==> src/rtl/ac_ctrl_params.svh <==
/*
 Timing counts and select field codes for the comparator control block.
 Assumes inclusion by its bare name from the design file.
*/
`ifndef AC_CTRL_PARAMS_SVH
`define AC_CTRL_PARAMS_SVH

`define AC_CLK_FREQ_HZ      20000000
`define AC_STARTUP_NS       1000
`define AC_STARTUP_CYCLES   ((`AC_STARTUP_NS * 20 + 999) / 1000)
`define AC_CHANNELS         2
`define AC_SEL_TOGGLE       2'h0
`define AC_SEL_RISE         2'h1
`define AC_SEL_FALL         2'h2
`define AC_SEL_EOC          2'h3
`define AC_SYNC_STAGES      2

`endif

==> src/rtl/ac_ctrl_pkg.sv <==
/*
 Types for the comparator control block.
 Assumes the params header is on the include path.
*/
package ac_ctrl_pkg;
    typedef enum logic [1:0] {
        CH_OFF,
        CH_STARTUP,
        CH_RUN,
        CH_DONE
    } ch_state_t;
endpackage

==> src/rtl/analog_comparator_control.sv <==
/*
 Per-channel control of the analog comparators: enable, start-up
 masking, continuous or one-shot measurement, interrupt condition
 selection and event output. The analog comparison sits outside; its
 raw result arrives on cmp_raw and is taken as synchronous to sys_clk.
 The comparator sampling clock is represented by a one-cycle strobe
 sample_tick; the block asks for it through sample_clk_req.
*/
// Contract
// A channel runs when its enable bit is one and stops when it is zero.
// Clearing the global enable stops all channels but keeps their bits.
// The mode bit picks continuous (zero) or one-shot (one) measurement.
// No valid result is presented while the start-up delay runs; a restart from CH_DONE keeps the previous ready flag and result set.
// In continuous mode only the first comparison waits for start-up.
// The select field picks toggle, rising, falling or end of compare.
// Events follow the output state whatever the interrupt enable.
// In continuous mode the result bit holds the latest comparison.
// After start-up a compare updates result, ready flag and events.
// Continuous comparisons go on until the channel enable is cleared.
// Edges compare present and previous sample, one per sample tick.
// In sleep an input event requests the clock and starts a compare.
// After a sleep one-shot the comparator and clock turn off unless waking.
// Continuous sleep with gated sampling clock gives no filtering.
// Each channel has input, filter, interrupt and standby fields.
// Soft reset and enable writes are synchronised before use.
// Disabling a channel clears its ready flag until a new start-up.
`timescale 1ns/1ps
`include "ac_ctrl_params.svh"

module analog_comparator_control #(
    parameter int CH           = `AC_CHANNELS,
    parameter int MUX_W        = 3,
    parameter int FILTER_LENGTH_W       = 3,
    parameter int STARTUP_CYC  = `AC_STARTUP_CYCLES
) (
    input  wire logic              sys_clk,
    input  wire logic              sys_rst,
    input  wire logic              soft_reset_bit,
    input  wire logic              global_enable,
    input  wire logic [1:0]        window_config_reg,
    input  wire logic [CH-1:0]     channel_enable,
    input  wire logic [CH-1:0]     single_shot,
    input  wire logic [CH*2-1:0]   irq_condition_select,
    input  wire logic [CH*MUX_W-1:0] positive_input_select,
    input  wire logic [CH*MUX_W-1:0] negative_input_select,
    input  wire logic [CH*FILTER_LENGTH_W-1:0] filter_length,
    input  wire logic [CH-1:0]     keep_running_asleep,
    input  wire logic [CH-1:0]     wake_enable,
    input  wire logic              sleeping,
    input  wire logic [CH-1:0]     start_event,
    input  wire logic              sample_tick,
    input  wire logic [CH-1:0]     cmp_raw,
    output logic [CH-1:0]          cmp_power_on,
    output logic                   sample_clk_req,
    output logic [CH*MUX_W-1:0]    mux_pos_out,
    output logic [CH*MUX_W-1:0]    mux_neg_out,
    output logic [CH*FILTER_LENGTH_W-1:0]   filter_len_out,
    output logic [1:0]             window_out,
    output logic [CH-1:0]          live_result_reg,
    output logic [CH-1:0]          ready_flags_reg,
    output logic [CH-1:0]          cmp_event,
    output logic [CH-1:0]          irq_flag,
    output logic [CH-1:0]          wake_req
);

    // enable sync
    logic [CH-1:0] en_s1_reg;
    logic [CH-1:0] en_s2_reg;
    logic          gen_s1_reg;
    logic          gen_s2_reg;
    logic          srst_s1_reg;
    logic          srst_s2_reg;
    logic [1:0]    win_s1_reg;
    logic [1:0]    win_s2_reg;

    always_ff @(posedge sys_clk or posedge sys_rst) begin
        if (sys_rst) begin
            en_s1_reg   <= '0;
            en_s2_reg   <= '0;
            gen_s1_reg  <= 1'b0;
            gen_s2_reg  <= 1'b0;
            srst_s1_reg <= 1'b0;
            srst_s2_reg <= 1'b0;
            win_s1_reg  <= 2'h0;
            win_s2_reg  <= 2'h0;
        end else begin
            en_s1_reg   <= channel_enable;
            en_s2_reg   <= en_s1_reg;
            gen_s1_reg  <= global_enable;
            gen_s2_reg  <= gen_s1_reg;
            srst_s1_reg <= soft_reset_bit;
            srst_s2_reg <= srst_s1_reg;
            win_s1_reg  <= window_config_reg;
            win_s2_reg  <= win_s1_reg;
        end
    end

    // Window config is applied only once synchronised
    assign window_out = win_s2_reg;
    assign sample_clk_req = |cmp_power_on;

    genvar g;
    generate
        for (g = 0; g < CH; g++) begin : gen_ch
            ac_ctrl_pkg::ch_state_t state_reg;
            logic [15:0] cnt_reg;
            logic        prev_reg;
            logic        armed_reg;
            logic        active;
            logic        sleep_cont;
            logic        compare;
            logic        cur;
            logic [1:0]  sel;
            logic        hit;

            // global gate
            // channel enable
            assign active = gen_s2_reg && en_s2_reg[g] && !srst_s2_reg;
            assign sel    = irq_condition_select[g*2 +: 2];
            assign cur    = cmp_raw[g];
            // channel fields
            assign mux_pos_out[g*MUX_W +: MUX_W] =
                positive_input_select[g*MUX_W +: MUX_W];
            assign mux_neg_out[g*MUX_W +: MUX_W] =
                negative_input_select[g*MUX_W +: MUX_W];
            // no filter asleep
            assign sleep_cont = sleeping && !single_shot[g]
                && !keep_running_asleep[g];
            assign filter_len_out[g*FILTER_LENGTH_W +: FILTER_LENGTH_W] = sleep_cont
                ? '0 : filter_length[g*FILTER_LENGTH_W +: FILTER_LENGTH_W];
            // one sample per tick
            assign compare = sample_tick &&
                ((state_reg == ac_ctrl_pkg::CH_RUN) ||
                 (state_reg == ac_ctrl_pkg::CH_STARTUP &&
                  cnt_reg == 16'h0000));

            // condition select
            always_comb begin
                hit = 1'b0;
                if (sel == `AC_SEL_TOGGLE) begin
                    hit = armed_reg && (cur != prev_reg);
                end else if (sel == `AC_SEL_RISE) begin
                    hit = armed_reg && cur && !prev_reg;
                end else if (sel == `AC_SEL_FALL) begin
                    hit = armed_reg && !cur && prev_reg;
                end else begin
                    hit = 1'b1;
                end
            end

            always_ff @(posedge sys_clk or posedge sys_rst) begin
                if (sys_rst) begin
                    state_reg <= ac_ctrl_pkg::CH_OFF;
                    cnt_reg   <= 16'h0000;
                end else if (!active) begin
                    state_reg <= ac_ctrl_pkg::CH_OFF;
                    cnt_reg   <= 16'h0000;
                end else begin
                    case (state_reg)
                        ac_ctrl_pkg::CH_OFF: begin
                            // sleep event start
                            // mode select
                            if (!single_shot[g] || start_event[g]) begin
                                state_reg <= ac_ctrl_pkg::CH_STARTUP;
                                cnt_reg   <= 16'(STARTUP_CYC - 1);
                            end
                        end
                        ac_ctrl_pkg::CH_STARTUP: begin
                            // start-up wait
                            if (cnt_reg != 16'h0000) begin
                                cnt_reg <= cnt_reg - 16'h0001;
                            end else if (compare) begin
                                // only first waits
                                state_reg <= single_shot[g]
                                    ? ac_ctrl_pkg::CH_DONE
                                    : ac_ctrl_pkg::CH_RUN;
                            end
                        end
                        ac_ctrl_pkg::CH_RUN: begin
                            // runs until disabled
                            if (single_shot[g]) begin
                                state_reg <= ac_ctrl_pkg::CH_DONE;
                            end
                        end
                        ac_ctrl_pkg::CH_DONE: begin
                            // auto power-down
                            if (start_event[g]) begin
                                state_reg <= ac_ctrl_pkg::CH_STARTUP;
                                cnt_reg   <= 16'(STARTUP_CYC - 1);
                            end
                        end
                        default: begin
                            state_reg <= ac_ctrl_pkg::CH_OFF;
                        end
                    endcase
                end
            end

            // stay on when waking
            always_ff @(posedge sys_clk or posedge sys_rst) begin
                if (sys_rst) begin
                    cmp_power_on[g] <= 1'b0;
                end else begin
                    cmp_power_on[g] <= active &&
                        (state_reg == ac_ctrl_pkg::CH_STARTUP ||
                         state_reg == ac_ctrl_pkg::CH_RUN ||
                         (state_reg == ac_ctrl_pkg::CH_DONE &&
                          (!sleeping || wake_enable[g])));
                end
            end

            // latest result
            // compare updates
            always_ff @(posedge sys_clk or posedge sys_rst) begin
                if (sys_rst) begin
                    live_result_reg[g] <= 1'b0;
                    prev_reg           <= 1'b0;
                    armed_reg          <= 1'b0;
                end else if (!active) begin
                    armed_reg <= 1'b0;
                end else if (compare) begin
                    live_result_reg[g] <= cur;
                    prev_reg           <= cur;
                    armed_reg          <= !single_shot[g];
                end
            end

            // ready cleared on disable
            always_ff @(posedge sys_clk or posedge sys_rst) begin
                if (sys_rst) begin
                    ready_flags_reg[g] <= 1'b0;
                end else if (!active) begin
                    ready_flags_reg[g] <= 1'b0;
                end else if (compare) begin
                    ready_flags_reg[g] <= 1'b1;
                end
            end

            // events ignore irq enable
            always_ff @(posedge sys_clk or posedge sys_rst) begin
                if (sys_rst) begin
                    cmp_event[g] <= 1'b0;
                    irq_flag[g]  <= 1'b0;
                    wake_req[g]  <= 1'b0;
                end else begin
                    cmp_event[g] <= active && compare && cur;
                    irq_flag[g]  <= active && compare && hit;
                    wake_req[g]  <= active && compare && hit
                        && sleeping && wake_enable[g];
                end
            end
        end
    endgenerate

endmodule

==> config.mk <==
export PLATFORM = sky130hd
export DESIGN_NAME = analog_comparator_control
export DESIGN_NICKNAME = d
export VERILOG_FILES = /design/src/rtl/ac_ctrl_pkg.sv /design/src/rtl/analog_comparator_control.sv
export VERILOG_INCLUDE_DIRS = /design/src /design/src/rtl
export SDC_FILE = /design/constraint.sdc
export NUM_CORES = 1
export LEC_CHECK = 0
export BUFFER_PORTS_ARGS = -buffer_cell sky130_fd_sc_hd__buf_2
export CAP_MARGIN = 20
export CORE_ASPECT_RATIO = 2
export CORE_UTILIZATION = 54
export DETAILED_ROUTE_END_ITERATION = 10
export GPL_ROUTABILITY_DRIVEN = 0
export PLACE_DENSITY_LB_ADDON = 0.08
export SYNTH_ARGS = -nofsm -noshare
export SYNTH_HDL_FRONTEND = slang
export SYNTH_SLANG_ARGS = --single-unit
==> constraint.sdc <==
create_clock -name sys_clk -period 2.95 [get_ports sys_clk]
set_input_delay 0.295 -clock sys_clk [delete_from_list [all_inputs] [get_ports sys_clk]]
set_output_delay 0.295 -clock sys_clk [all_outputs]
set_load 0.05 [all_outputs]
Word-level counts from Yosys, hierarchy flattened

Index checks and enable logic that the tools add are counted.

Add/subtract/negate cells: 2
Eq/ne operators: 28
Muxes and demuxes: 42
Reductions and logical operators: 71

Operator list:

| cell                                                | count |
|---|---|
| two-way mux 16 bit                                  | 8 |
| case mux 16 bit (3 select lines)                    | 2 |
| logical AND 1 bit                                   | 36 |
| != test 3 bit, second input constant                | 11 |
| logical NOT 16 bit                                  | 2 |
| nonzero test 16 bit                                 | 2 |
| subtractor 16 x 1 -> 16 bit, second input constant  | 2 |
| two-way mux 2 bit                                   | 12 |
| two-way mux 1 bit                                   | 16 |
| case mux 2 bit (4 select lines)                     | 2 |
| equality test 2 bit, second input constant          | 6 |
| logical NOT 1 bit                                   | 10 |
| logical OR 1 bit                                    | 10 |
| AND reduction 5 bit                                 | 2 |
| equality test 2 x 1 -> 1 bit, second input constant | 4 |
| logical NOT 2 bit                                   | 4 |
| != test 4 x 1 -> 1 bit, second input constant       | 2 |
| AND reduction 4 bit                                 | 2 |
| two-way mux 3 bit                                   | 2 |
| != test 2 x 1 -> 1 bit, second input constant       | 2 |
| AND reduction 2 bit                                 | 2 |
| != test 3 x 2 -> 1 bit, second input constant       | 1 |
| != test 1 bit                                       | 2 |
| OR reduction 2 bit                                  | 1 |

Bits in registers: 62
Output and inout bits: 33
Word-level logic and storage cells: 169

Logic depth before layout (Yosys ltp)

Gate-level depths: netlist of the first run.

Depth after elaboration: 9
Depth in mapped cells: 9
Depth with buffers taken out: 7

Worst setup path before layout of the first run

No wires, ideal clock.

Path kind: reg-to-reg
From: register gen_ch[0].cnt_reg[0]
To: register gen_ch[0].cnt_reg[4]
Arrival time: 2.281 ns
Data required time: 2.829 ns
Slack: 0.548 ns
Stages on the path, launching flop included: 9
Cells stage by stage: dfrtp_1 -> inv_1 -> ha_1 -> or4b_2 -> or4_1 -> clkbuf_1 -> o21ai_2 -> nor2_1 -> o22a_1

Cells in the longest elaborated chain, start to end: 4
Elaborated cells on any way between the ends: 7
Classes of those cells: add/sub (1); eq/ne (1); mux (3); reduce/logical (2)

Ends and longest elaborated chain:

| element                          | line                             | text |
|---|---|---|
| start: declaration               | analog_comparator_control.sv:106 | `logic [15:0] cnt_reg;` |
| start signal: assignment         | analog_comparator_control.sv:165 | `cnt_reg <= 16'(STARTUP_CYC - 1);` |
| start signal: assignment         | analog_comparator_control.sv:171 | `cnt_reg <= cnt_reg - 16'h0001;` |
| start signal: assignment         | analog_comparator_control.sv:189 | `cnt_reg <= 16'(STARTUP_CYC - 1);` |
| subtractor 16 x 1 -> 16 bit      | analog_comparator_control.sv:171 |  |
| two-way mux 16 bit               | analog_comparator_control.sv:170 | `if (cnt_reg != 16'h0000) begin` |
| case mux 16 bit (3 select lines) | analog_comparator_control.sv:159 | `case (state_reg)` |
| two-way mux 16 bit               | analog_comparator_control.sv:155 | `end else if (!active) begin` |

Several ways; a longest one is shown, not always the timed one. The select of a mux whose other input is x is not followed.
A chain may end at the register's enable or synchronous reset.

Worst setup path in the final report of the first run

Same ends and word-level chain as after synthesis.

==> results of run 1 <==
-- logic make-up (layout without fill, tap and decap cells) --
group,Yosys count,after routing,share of synthesized area (%)
AND/OR/NAND/NOR,117,117,21.53
AO/OA/AOI/OAI,100,100,19.38
adder cells (fa/ha/maj),12,12,4.463
buffers and inverters,43,92,6.768
flip-flops,62,62,46.11
multiplexers,3,3,0.9669
XOR/XNOR,3,3,0.7811
-- area by class of cell --
class,instances,area (um2)
well taps,63,78.83
flip-flops and latches,62,1551
repair buffers,59,330.3
clock buffers,11,252.7
multi-input cells,235,1585
fillers,511,2069
inverters,18,67.56
clock inverters,4,70.07
-- worst paths after layout --
check	to	slack, ps
max	gen_ch[0].cnt_reg[4]	370
min reg2reg	en_s2_reg[0]	350
min	win_s1_reg[1]	70
min in group asynchronous	gen_ch[1].cnt_reg[13]	80
max reg2reg	gen_ch[0].cnt_reg[4]	370
max in group asynchronous	gen_ch[0].prev_reg	2260
-- critical path, delay by kind of cell (launching register included) --
| kind | cells | cell delay [ps] |
|---|---|---|
| AND/OR/NAND/NOR | 3 | 1260 |
| AO/OA/AOI/OAI | 2 | 560 |
| flip-flops | 1 | 400 |
| adder cells (fa/ha/maj) | 1 | 160 |
| buffers and inverters | 1 | 90 |
-- metal layers --
metal  track usage (%)  share of wire, %  vias to the layer above
met5                 0                 0                        -
met4             15.08               4.1                        0
met3             6.463               2.8                       24
met2             50.42                58                       59
met1             23.96                35                     1346
li1                  -                 -                     1334
-- cells in the final DEF (no fill, tap or decap), types with 6 or more instances in the layout --
master      n
nor2_1     12
ha_1       12
nand2_1    14
o21ai_0    24
inv_1      17
or3_1      15
or4_1      11
clkbuf_16   9
o31ai_1     6
dfrtp_1    62
o211ai_1    6
nor3_1     10
a21oi_1    29
buf_2      50
nor2b_1    10
buf_4       8
-- stage by stage --
step,util (%),hold WS [ps],instances
after floorplan,-,326.4,340
after global placement,60.17,333.7,437
after detailed placement,60.17,338.7,437
after CTS,65.54,59.31,452
after global routing,65.54,63.23,452
final,65.54,68.35,452
-- power groups by stage --
stage	clock network (W)	registers, W	logic, W
3_3_place_gp	0	0.000913	0.000335
6_report	0.00113	0.000901	0.000342
4_1_cts	0.00115	0.000901	0.000344
5_1_grt	0.00118	0.000904	0.000378
3_5_place_dp	0	0.000915	0.000340
2_1_floorplan	0	0.000915	0.000294
==> impl_metrics.toml, run 1 <==
[run_status]
status = "complete, but fails checks"
failed_checks = "DRC"

[drt]
viasPerCell = 6.113
vias = 2763
wl_um = 7772
drt_iter0_drc = 139
dr.pass1.iters = 7
ant_nets = 0
drcViolationCount = 2
wl_per_cell_um = 17.19

[clocking]
cts_root_buffer = "clkbuf_16"
cts_resized = 0
cts-hold-fix-buffers = 0
clk_path_buf_depth = 2
cts.sink_count = 62
cts_htree_levels = 3
cts_tree = "yes"
clkTransAtPathRegs_ps = 50
clock_latency_ps = 330
post_cts_buffers = 0
numCtsBuffers = 9

[worst_setup_path]
crit_path_cell_trace = "inv_1, ha_1, or4b_2, or4_1, o21ai_2, nor2_1, o22a_1"
cp_data_arrival_time_ps = 2800
required_ps = 3170
startpoint_type = "flip-flop"
r2r_start = "gen_ch[0].cnt_reg[0]"
worstRegToRegCells = 7
cpPeakStageDelay_ps = 600
cp-end-kind = "flip-flop"
path_max_fanout = 8
path_class = "reg2reg"
critPathSlowestCell = "or4b_2"
startpoint = "gen_ch[0].cnt_reg[0]"

[floorplan]
die_w_um = 57.82
die_area_um2 = 6570
rows = 40
core_area_um2 = 6006
die_h_um = 113.6
ios = 75
start_util_pct = 56.02

[cells_and_area]
final_cell_area_um2 = 3936
diodes = 0
area_growth_pct = 17.00
layout.nets = 439
drive_gt1_share_pct = 25.19
largest_register_ffs = 32

[worst_hold_path]
hp-start = "window_config_reg[1]"
min_path_cells = 1
hold_path.class = "in2reg"

[power]
finalPower_w = 0.002369
leakagePower_nw = 1.976
internal_power_w = 0.001786
p_switching_w = 0.0005833
p_seq_share_pct = 38.0
p_comb_share_pct = 14.5
clkPwrFrac_pct = 47.5
p_sw_share_pct = 24.62
ir_worst_vdd_uv = 403.6
powerDensity_nw_per_um2 = 601.8

[synth]
ys.flop_type = "dfrtp_1"
syn_area_per_cell_um2 = 9.896
synth.top_cell.area_share_pct = 46.11
synth.most_common_cell = "dfrtp_1"
synth-seq-area-share_pct = 46.11
syn-instance-count = 340
syn_area_um2 = 3364
synth_edf_count = 0
synth_cell_type_count = 57
ys_ff_latch = 62
synth_common_cells = "dfrtp_1 (62), a21oi_1 (29), o21ai_0 (24)"
synthesis.nets = 394
async_flop_share_pct = 100.0
synth_top_area_cell = "dfrtp_1"
yosysWarnings = 0
netlist_top_cells_area = "dfrtp_1 (46%), ha_1 (4.5%), a21oi_1 (4.3%), o21ai_0 (3.6%), buf_4 (3.1%)"

[sta]
rsz0062_at_grt = "no"
fin_ws_ps = 365.8
finalSetupViolations = 0
slew_viol_final = 0
clock.fmax_ghz = 0.3870
setup_tns_ps = 0
final-hold-violation-count = 0
slew_headroom_pct = 52.05
finalCritPeriodShare_pct = 87.60
worst_slew_pin_slew_ps = 718.2
period_minus_slack_ps = 2584
clock_skew_ps = 5.271

[global_route]
first_global_vias = 2883
gr-total-overflow = 0
grt_use_total_pct = 26.45
grt_pass1_wl_um = 13040
grt_antenna_before_repair = 0
grt_max_degree = 34

[placement]
dpl_cell_area_um2 = 3613
port_buffers = 50
dp_hpwl_um = 5907
detailedPlace.worstSlack_ps = 395.6

[flow_run]
maxCapViolCount = 0
No activity file was read; power rests on OpenSTA's default activity.
==> run 2: changes to the inputs <==
==> constraint.sdc (replaced) <==
create_clock -name sys_clk -period 2.8 [get_ports sys_clk]
set_input_delay 0.28 -clock sys_clk [delete_from_list [all_inputs] [get_ports sys_clk]]
set_output_delay 0.28 -clock sys_clk [all_outputs]
set_load 0.05 [all_outputs]
==> impl_metrics.toml, run 2 (same netlist as run 1, synthesis figures left out) <==
[worst_setup_path]
cp_data_arrival_time_ps = 2860
path_max_fanout = 6
r2r_slack_ps = 190
worstRegToRegCells = 7
path_class = "reg2reg"
cp-end-kind = "flip-flop"
required_ps = 3050
r2r_end = "gen_ch[0].cnt_reg[13]"
r2r_start = "gen_ch[0].cnt_reg[0]"
startpoint_type = "flip-flop"

[drt]
ant_nets = 0
dr.pass1.iters = 8
wl_um = 7971
vias = 2855
drcViolationCount = 2
viasPerCell = 6.289
drt_iter0_drc = 138
wl_per_cell_um = 17.56

[sta]
finalCritPeriodShare_pct = 93.33
finalSetupViolations = 0
clock.fmax_ghz = 0.3827
rsz0062_at_grt = "no"
slew_headroom_pct = 48.47
worst_slew_pin_slew_ps = 772.9
slew_viol_final = 0
clock_skew_ps = 6.896
period_minus_slack_ps = 2613
final-hold-violation-count = 0
setup_tns_ps = 0

[worst_hold_path]
holdPathEnd = "gen_s1_reg"
hp-start = "global_enable"
min_path_cells = 1
hold_path.class = "in2reg"

[global_route]
grt_use_total_pct = 26.57
gr-total-overflow = 0
grt_antenna_before_repair = 0
first_global_vias = 2823
grt_pass1_wl_um = 13030
grt_max_degree = 63

[floorplan]
ios = 75
die_area_um2 = 6570
die_h_um = 113.6
rows = 40
core_area_um2 = 6006
start_util_pct = 56.02
die_w_um = 57.82

[cells_and_area]
fin_util_pct = 64.69
area_growth_pct = 15.47
layout.nets = 441
diodes = 0
largest_register_ffs = 32
mostFrequentLayoutCell = "dfrtp_1"
finalNonFillerCells = 454
layout_common_cells = "dfrtp_1 (62), buf_2 (50), a21oi_1 (29)"
final_cell_area_um2 = 3885
drive_gt1_share_pct = 24.81

[clocking]
cts_tree = "yes"
cts-hold-fix-buffers = 0
numCtsBuffers = 9
clk_path_buf_depth = 2
cts_root_buffer = "clkbuf_16"
cts_resized = 0
cts_htree_levels = 3
post_cts_buffers = 0
clock_latency_ps = 330
cts.sink_count = 62
clkTransAtPathRegs_ps = 50

[placement]
dpl_cell_area_um2 = 3616
port_buffers = 50
dp_cells = 439
dp_hpwl_um = 5918

[power]
ir_worst_vdd_uv = 410.4
leakagePower_nw = 1.953
powerDensity_nw_per_um2 = 594.4

[flow_run]
maxCapViolCount = 0

[run_status]
status = "complete, but fails checks"
failed_checks = "DRC"
==> run 2: cell types whose count changed in the layout (fill, tap and decap cells not counted) <==
cell,before,now
bufinv_16,2,0
buf_12,1,0
clkinv_2,2,1
buf_4,8,11
clkbuf_1,0,3
==> run 2: worst max path at each step <==
stage	start	endpoint	slack [ps]	depth (start not counted)
finish	gen_ch[0].cnt_reg[0]	gen_ch[0].cnt_reg[13]	190	7
global route	gen_ch[0].cnt_reg[0]	gen_ch[0].prev_reg	30	7
CTS	gen_ch[0].cnt_reg[0]	gen_ch[0].cnt_reg[13]	210	7
detailed placement	gen_ch[0].cnt_reg[0]	gen_ch[0].cnt_reg[13]	220	7
global placement	gen_ch[0].cnt_reg[0]	gen_ch[0].cnt_reg[3]	300	7
floorplan	gen_ch[0].cnt_reg[0]	gen_ch[0].cnt_reg[4]	400	8
==> run 2: cell type report <==
cell class              instances  area (um2)
fillers                       526        2121
multi-input cells             235        1585
flip-flops and latches         62        1551
repair buffers                 61       332.8
clock buffers                  14       264.0
well taps                      63       78.83
inverters                      18       67.56
clock inverters                 1       5.005
==> run 2: stage by stage <==
step           hold WS [ps]  power, W  worst slack, ps
2_1_floorplan         311.4  0.001274            398.2
3_3_place_gp          335.8  0.001316            304.5
3_5_place_dp          341.1  0.001324            221.6
4_1_cts               49.82  0.002330            209.7
5_1_grt               51.87  0.002403            28.74
6_report              58.37  0.002309            186.8
==> run 2: where the power goes <==
group | internal (W) | total, W | switching [W]
logic | 0.000138 | 0.000363 | 0.000225
clock network | 0.000640 | 0.000997 | 0.000358
registers | 0.000926 | 0.000949 | 0.0000235
total | 0.00170 | 0.00231 | 0.000606
==> run 2: per-layer routing <==
metal	GRT usage (%)	up-vias	share of wire, %
met5	0	-	0
met2	47.13	88	57
li1	-	1333	-
met3	5.782	33	3.5
met1	25.37	1401	34
met4	20.63	0	5.9
==> run 2: worst max-delay path, cell delays in order, from the launching register on <==
cell and delay, ps:
dfrtp_1 400, inv_1 100, ha_1 170, or4b_2 610
or4_1 580, o211ai_2 390, o21ai_0 150, a21oi_1 140
==> run 3: changes to the inputs <==
--- a/config.mk
+++ b/config.mk
@@ -8,7 +8,7 @@
 export LEC_CHECK = 0
 export BUFFER_PORTS_ARGS = -buffer_cell sky130_fd_sc_hd__buf_2
 export CAP_MARGIN = 20
-export CORE_ASPECT_RATIO = 2
+export CORE_ASPECT_RATIO = 1.5
 export CORE_UTILIZATION = 54
 export DETAILED_ROUTE_END_ITERATION = 10
 export GPL_ROUTABILITY_DRIVEN = 0
==> impl_metrics.toml, run 3 (same netlist as run 1, synthesis figures left out) <==
[worst_setup_path]
cp_data_arrival_time_ps = 2790
cpPeakStageDelay_ps = 600
crit_path_cell_trace = "inv_1, ha_1, or4b_2, or4_1, o21ai_2, nor2_1, o22a_1"
startpoint_type = "flip-flop"
path_class = "reg2reg"
r2r_start = "gen_ch[0].cnt_reg[0]"
critical_path.top_delay_family = "simple AND/OR/NAND/NOR gates"
required_ps = 3030
path_max_fanout = 8
path_buf_inv = 1
critPathSlowestCell = "or4b_2"
startpoint = "gen_ch[0].cnt_reg[0]"
cp-end-kind = "flip-flop"

[drt]
ant_nets = 0
viasPerCell = 5.887
wl_per_cell_um = 15.84
dr.pass1.iters = 4
drcViolationCount = 0
vias = 2720
drt_iter0_drc = 143
wl_um = 7317

[cells_and_area]
area_growth_pct = 13.35
layout.nets = 440
largest_register_ffs = 32
drive_gt1_share_pct = 25.38
layout_common_cells = "dfrtp_1 (62), buf_2 (50), a21oi_1 (29)"
diodes = 0
mostFrequentLayoutCell = "dfrtp_1"

[sta]
rsz0062_at_grt = "no"
fin_ws_ps = 244.6
period_minus_slack_ps = 2555
finalSetupViolations = 0
setup_tns_ps = 0
final-hold-violation-count = 0
clock.fmax_ghz = 0.3913
slew_viol_final = 0
slew_headroom_pct = 54.01
finalCritPeriodShare_pct = 91.27
worst_slew_pin_slew_ps = 688.9
clock_skew_ps = 11.33

[floorplan]
rows = 34
ios = 75
start_util_pct = 56.90
core_area_um2 = 5913
die_area_um2 = 6557
die_h_um = 98.68
die_w_um = 66.45

[clocking]
cts-hold-fix-buffers = 0
cts_htree_levels = 3
clock_latency_ps = 350
clk_path_buf_depth = 2
clkTransAtPathRegs_ps = 70
cts_root_buffer = "clkbuf_8"
post_cts_buffers = 0
numCtsBuffers = 9
cts.sink_count = 62
cts_tree = "yes"

[global_route]
first_global_vias = 2675
grt_antenna_before_repair = 0
grt_pass1_wl_um = 12300
grt_max_degree = 33
gr-total-overflow = 0
grt_use_total_pct = 24.84

[run_status]
status = "finished, final reports clean"

[placement]
detailedPlace.worstSlack_ps = 233.1
dp_hpwl_um = 5259
port_buffers = 50

[power]
powerDensity_nw_per_um2 = 543.9
leakagePower_nw = 1.910
ir_worst_vdd_uv = 554.4

[flow_run]
maxCapViolCount = 0

[worst_hold_path]
hold_path.class = "in2async"
## run 3: cell count changes in the layout (fill, tap and decap cells not counted)
cell and delta:
clkbuf_16 -9, clkbuf_8 +8, clkbuf_1 -2, buf_4 -1, bufinv_16 +1, clkinv_2 +1
clkinvlp_4 +1, nor3_1 -1, nor3_2 +1
## run 3: repair_timing
action / CTS / global route
endpoints found under the hold margin: 0 / 0
resized for setup: 0 / 1
endpoints found under the setup margin: 0 / 1
## run 3: path summary, 6_finish.rpt
path | end | slack [ps] | cells after the start
setup / recovery | gen_ch[0].cnt_reg[4] | 240 | 7
hold / removal | gen_ch[1].cnt_reg[1] | 30 | 2
setup reg to reg | gen_ch[0].cnt_reg[4] | 240 | 7
hold reg to reg | srst_s2_reg | 350 | 0
max in group asynchronous | win_s1_reg[1] | 2070 | 3
min in group sys_clk | win_s1_reg[1] | 30 | 1
## run 3: routing by layer
layer,up-vias,global-route usage [%],part of all wire [%]
met1,1329,29.14,42
met5,-,0,0
met4,0,10.15,1.7
met2,53,42.86,54
met3,13,5.556,2.9
li1,1325,-,-
## run 3: area by class of cell
type,count,area [um2]
Clock buffer,11,141.4
Clock inverter,4,47.55
Fill cell,515,2100
Inverter,18,67.56
Multi-Input combinational cell,235,1590
Sequential cell,62,1551
Tap cell,72,90.09
Timing Repair Buffer,60,325.3
## run 3: power by group
group / internal [W] / switching [W] / total (W)
clock: 0.000427 / 0.000346 / 0.000773
combinational: 0.000137 / 0.000219 / 0.000355
sequential: 0.000923 / 0.0000228 / 0.000946
## run 3: stage by stage
stage	utilization, %	total power, W	hold slack [ps]	std cells	area (um2)
after detailed placement	61.21	0.001316	337.8	447	3620
after global routing	64.49	0.002167	17.72	462	3814
after floorplan	-	0.001274	311.4	340	3364
final	64.49	0.002074	28.65	462	3814
after global placement	61.21	0.001308	333.0	447	3620
after CTS	64.41	0.002087	26.37	462	3809
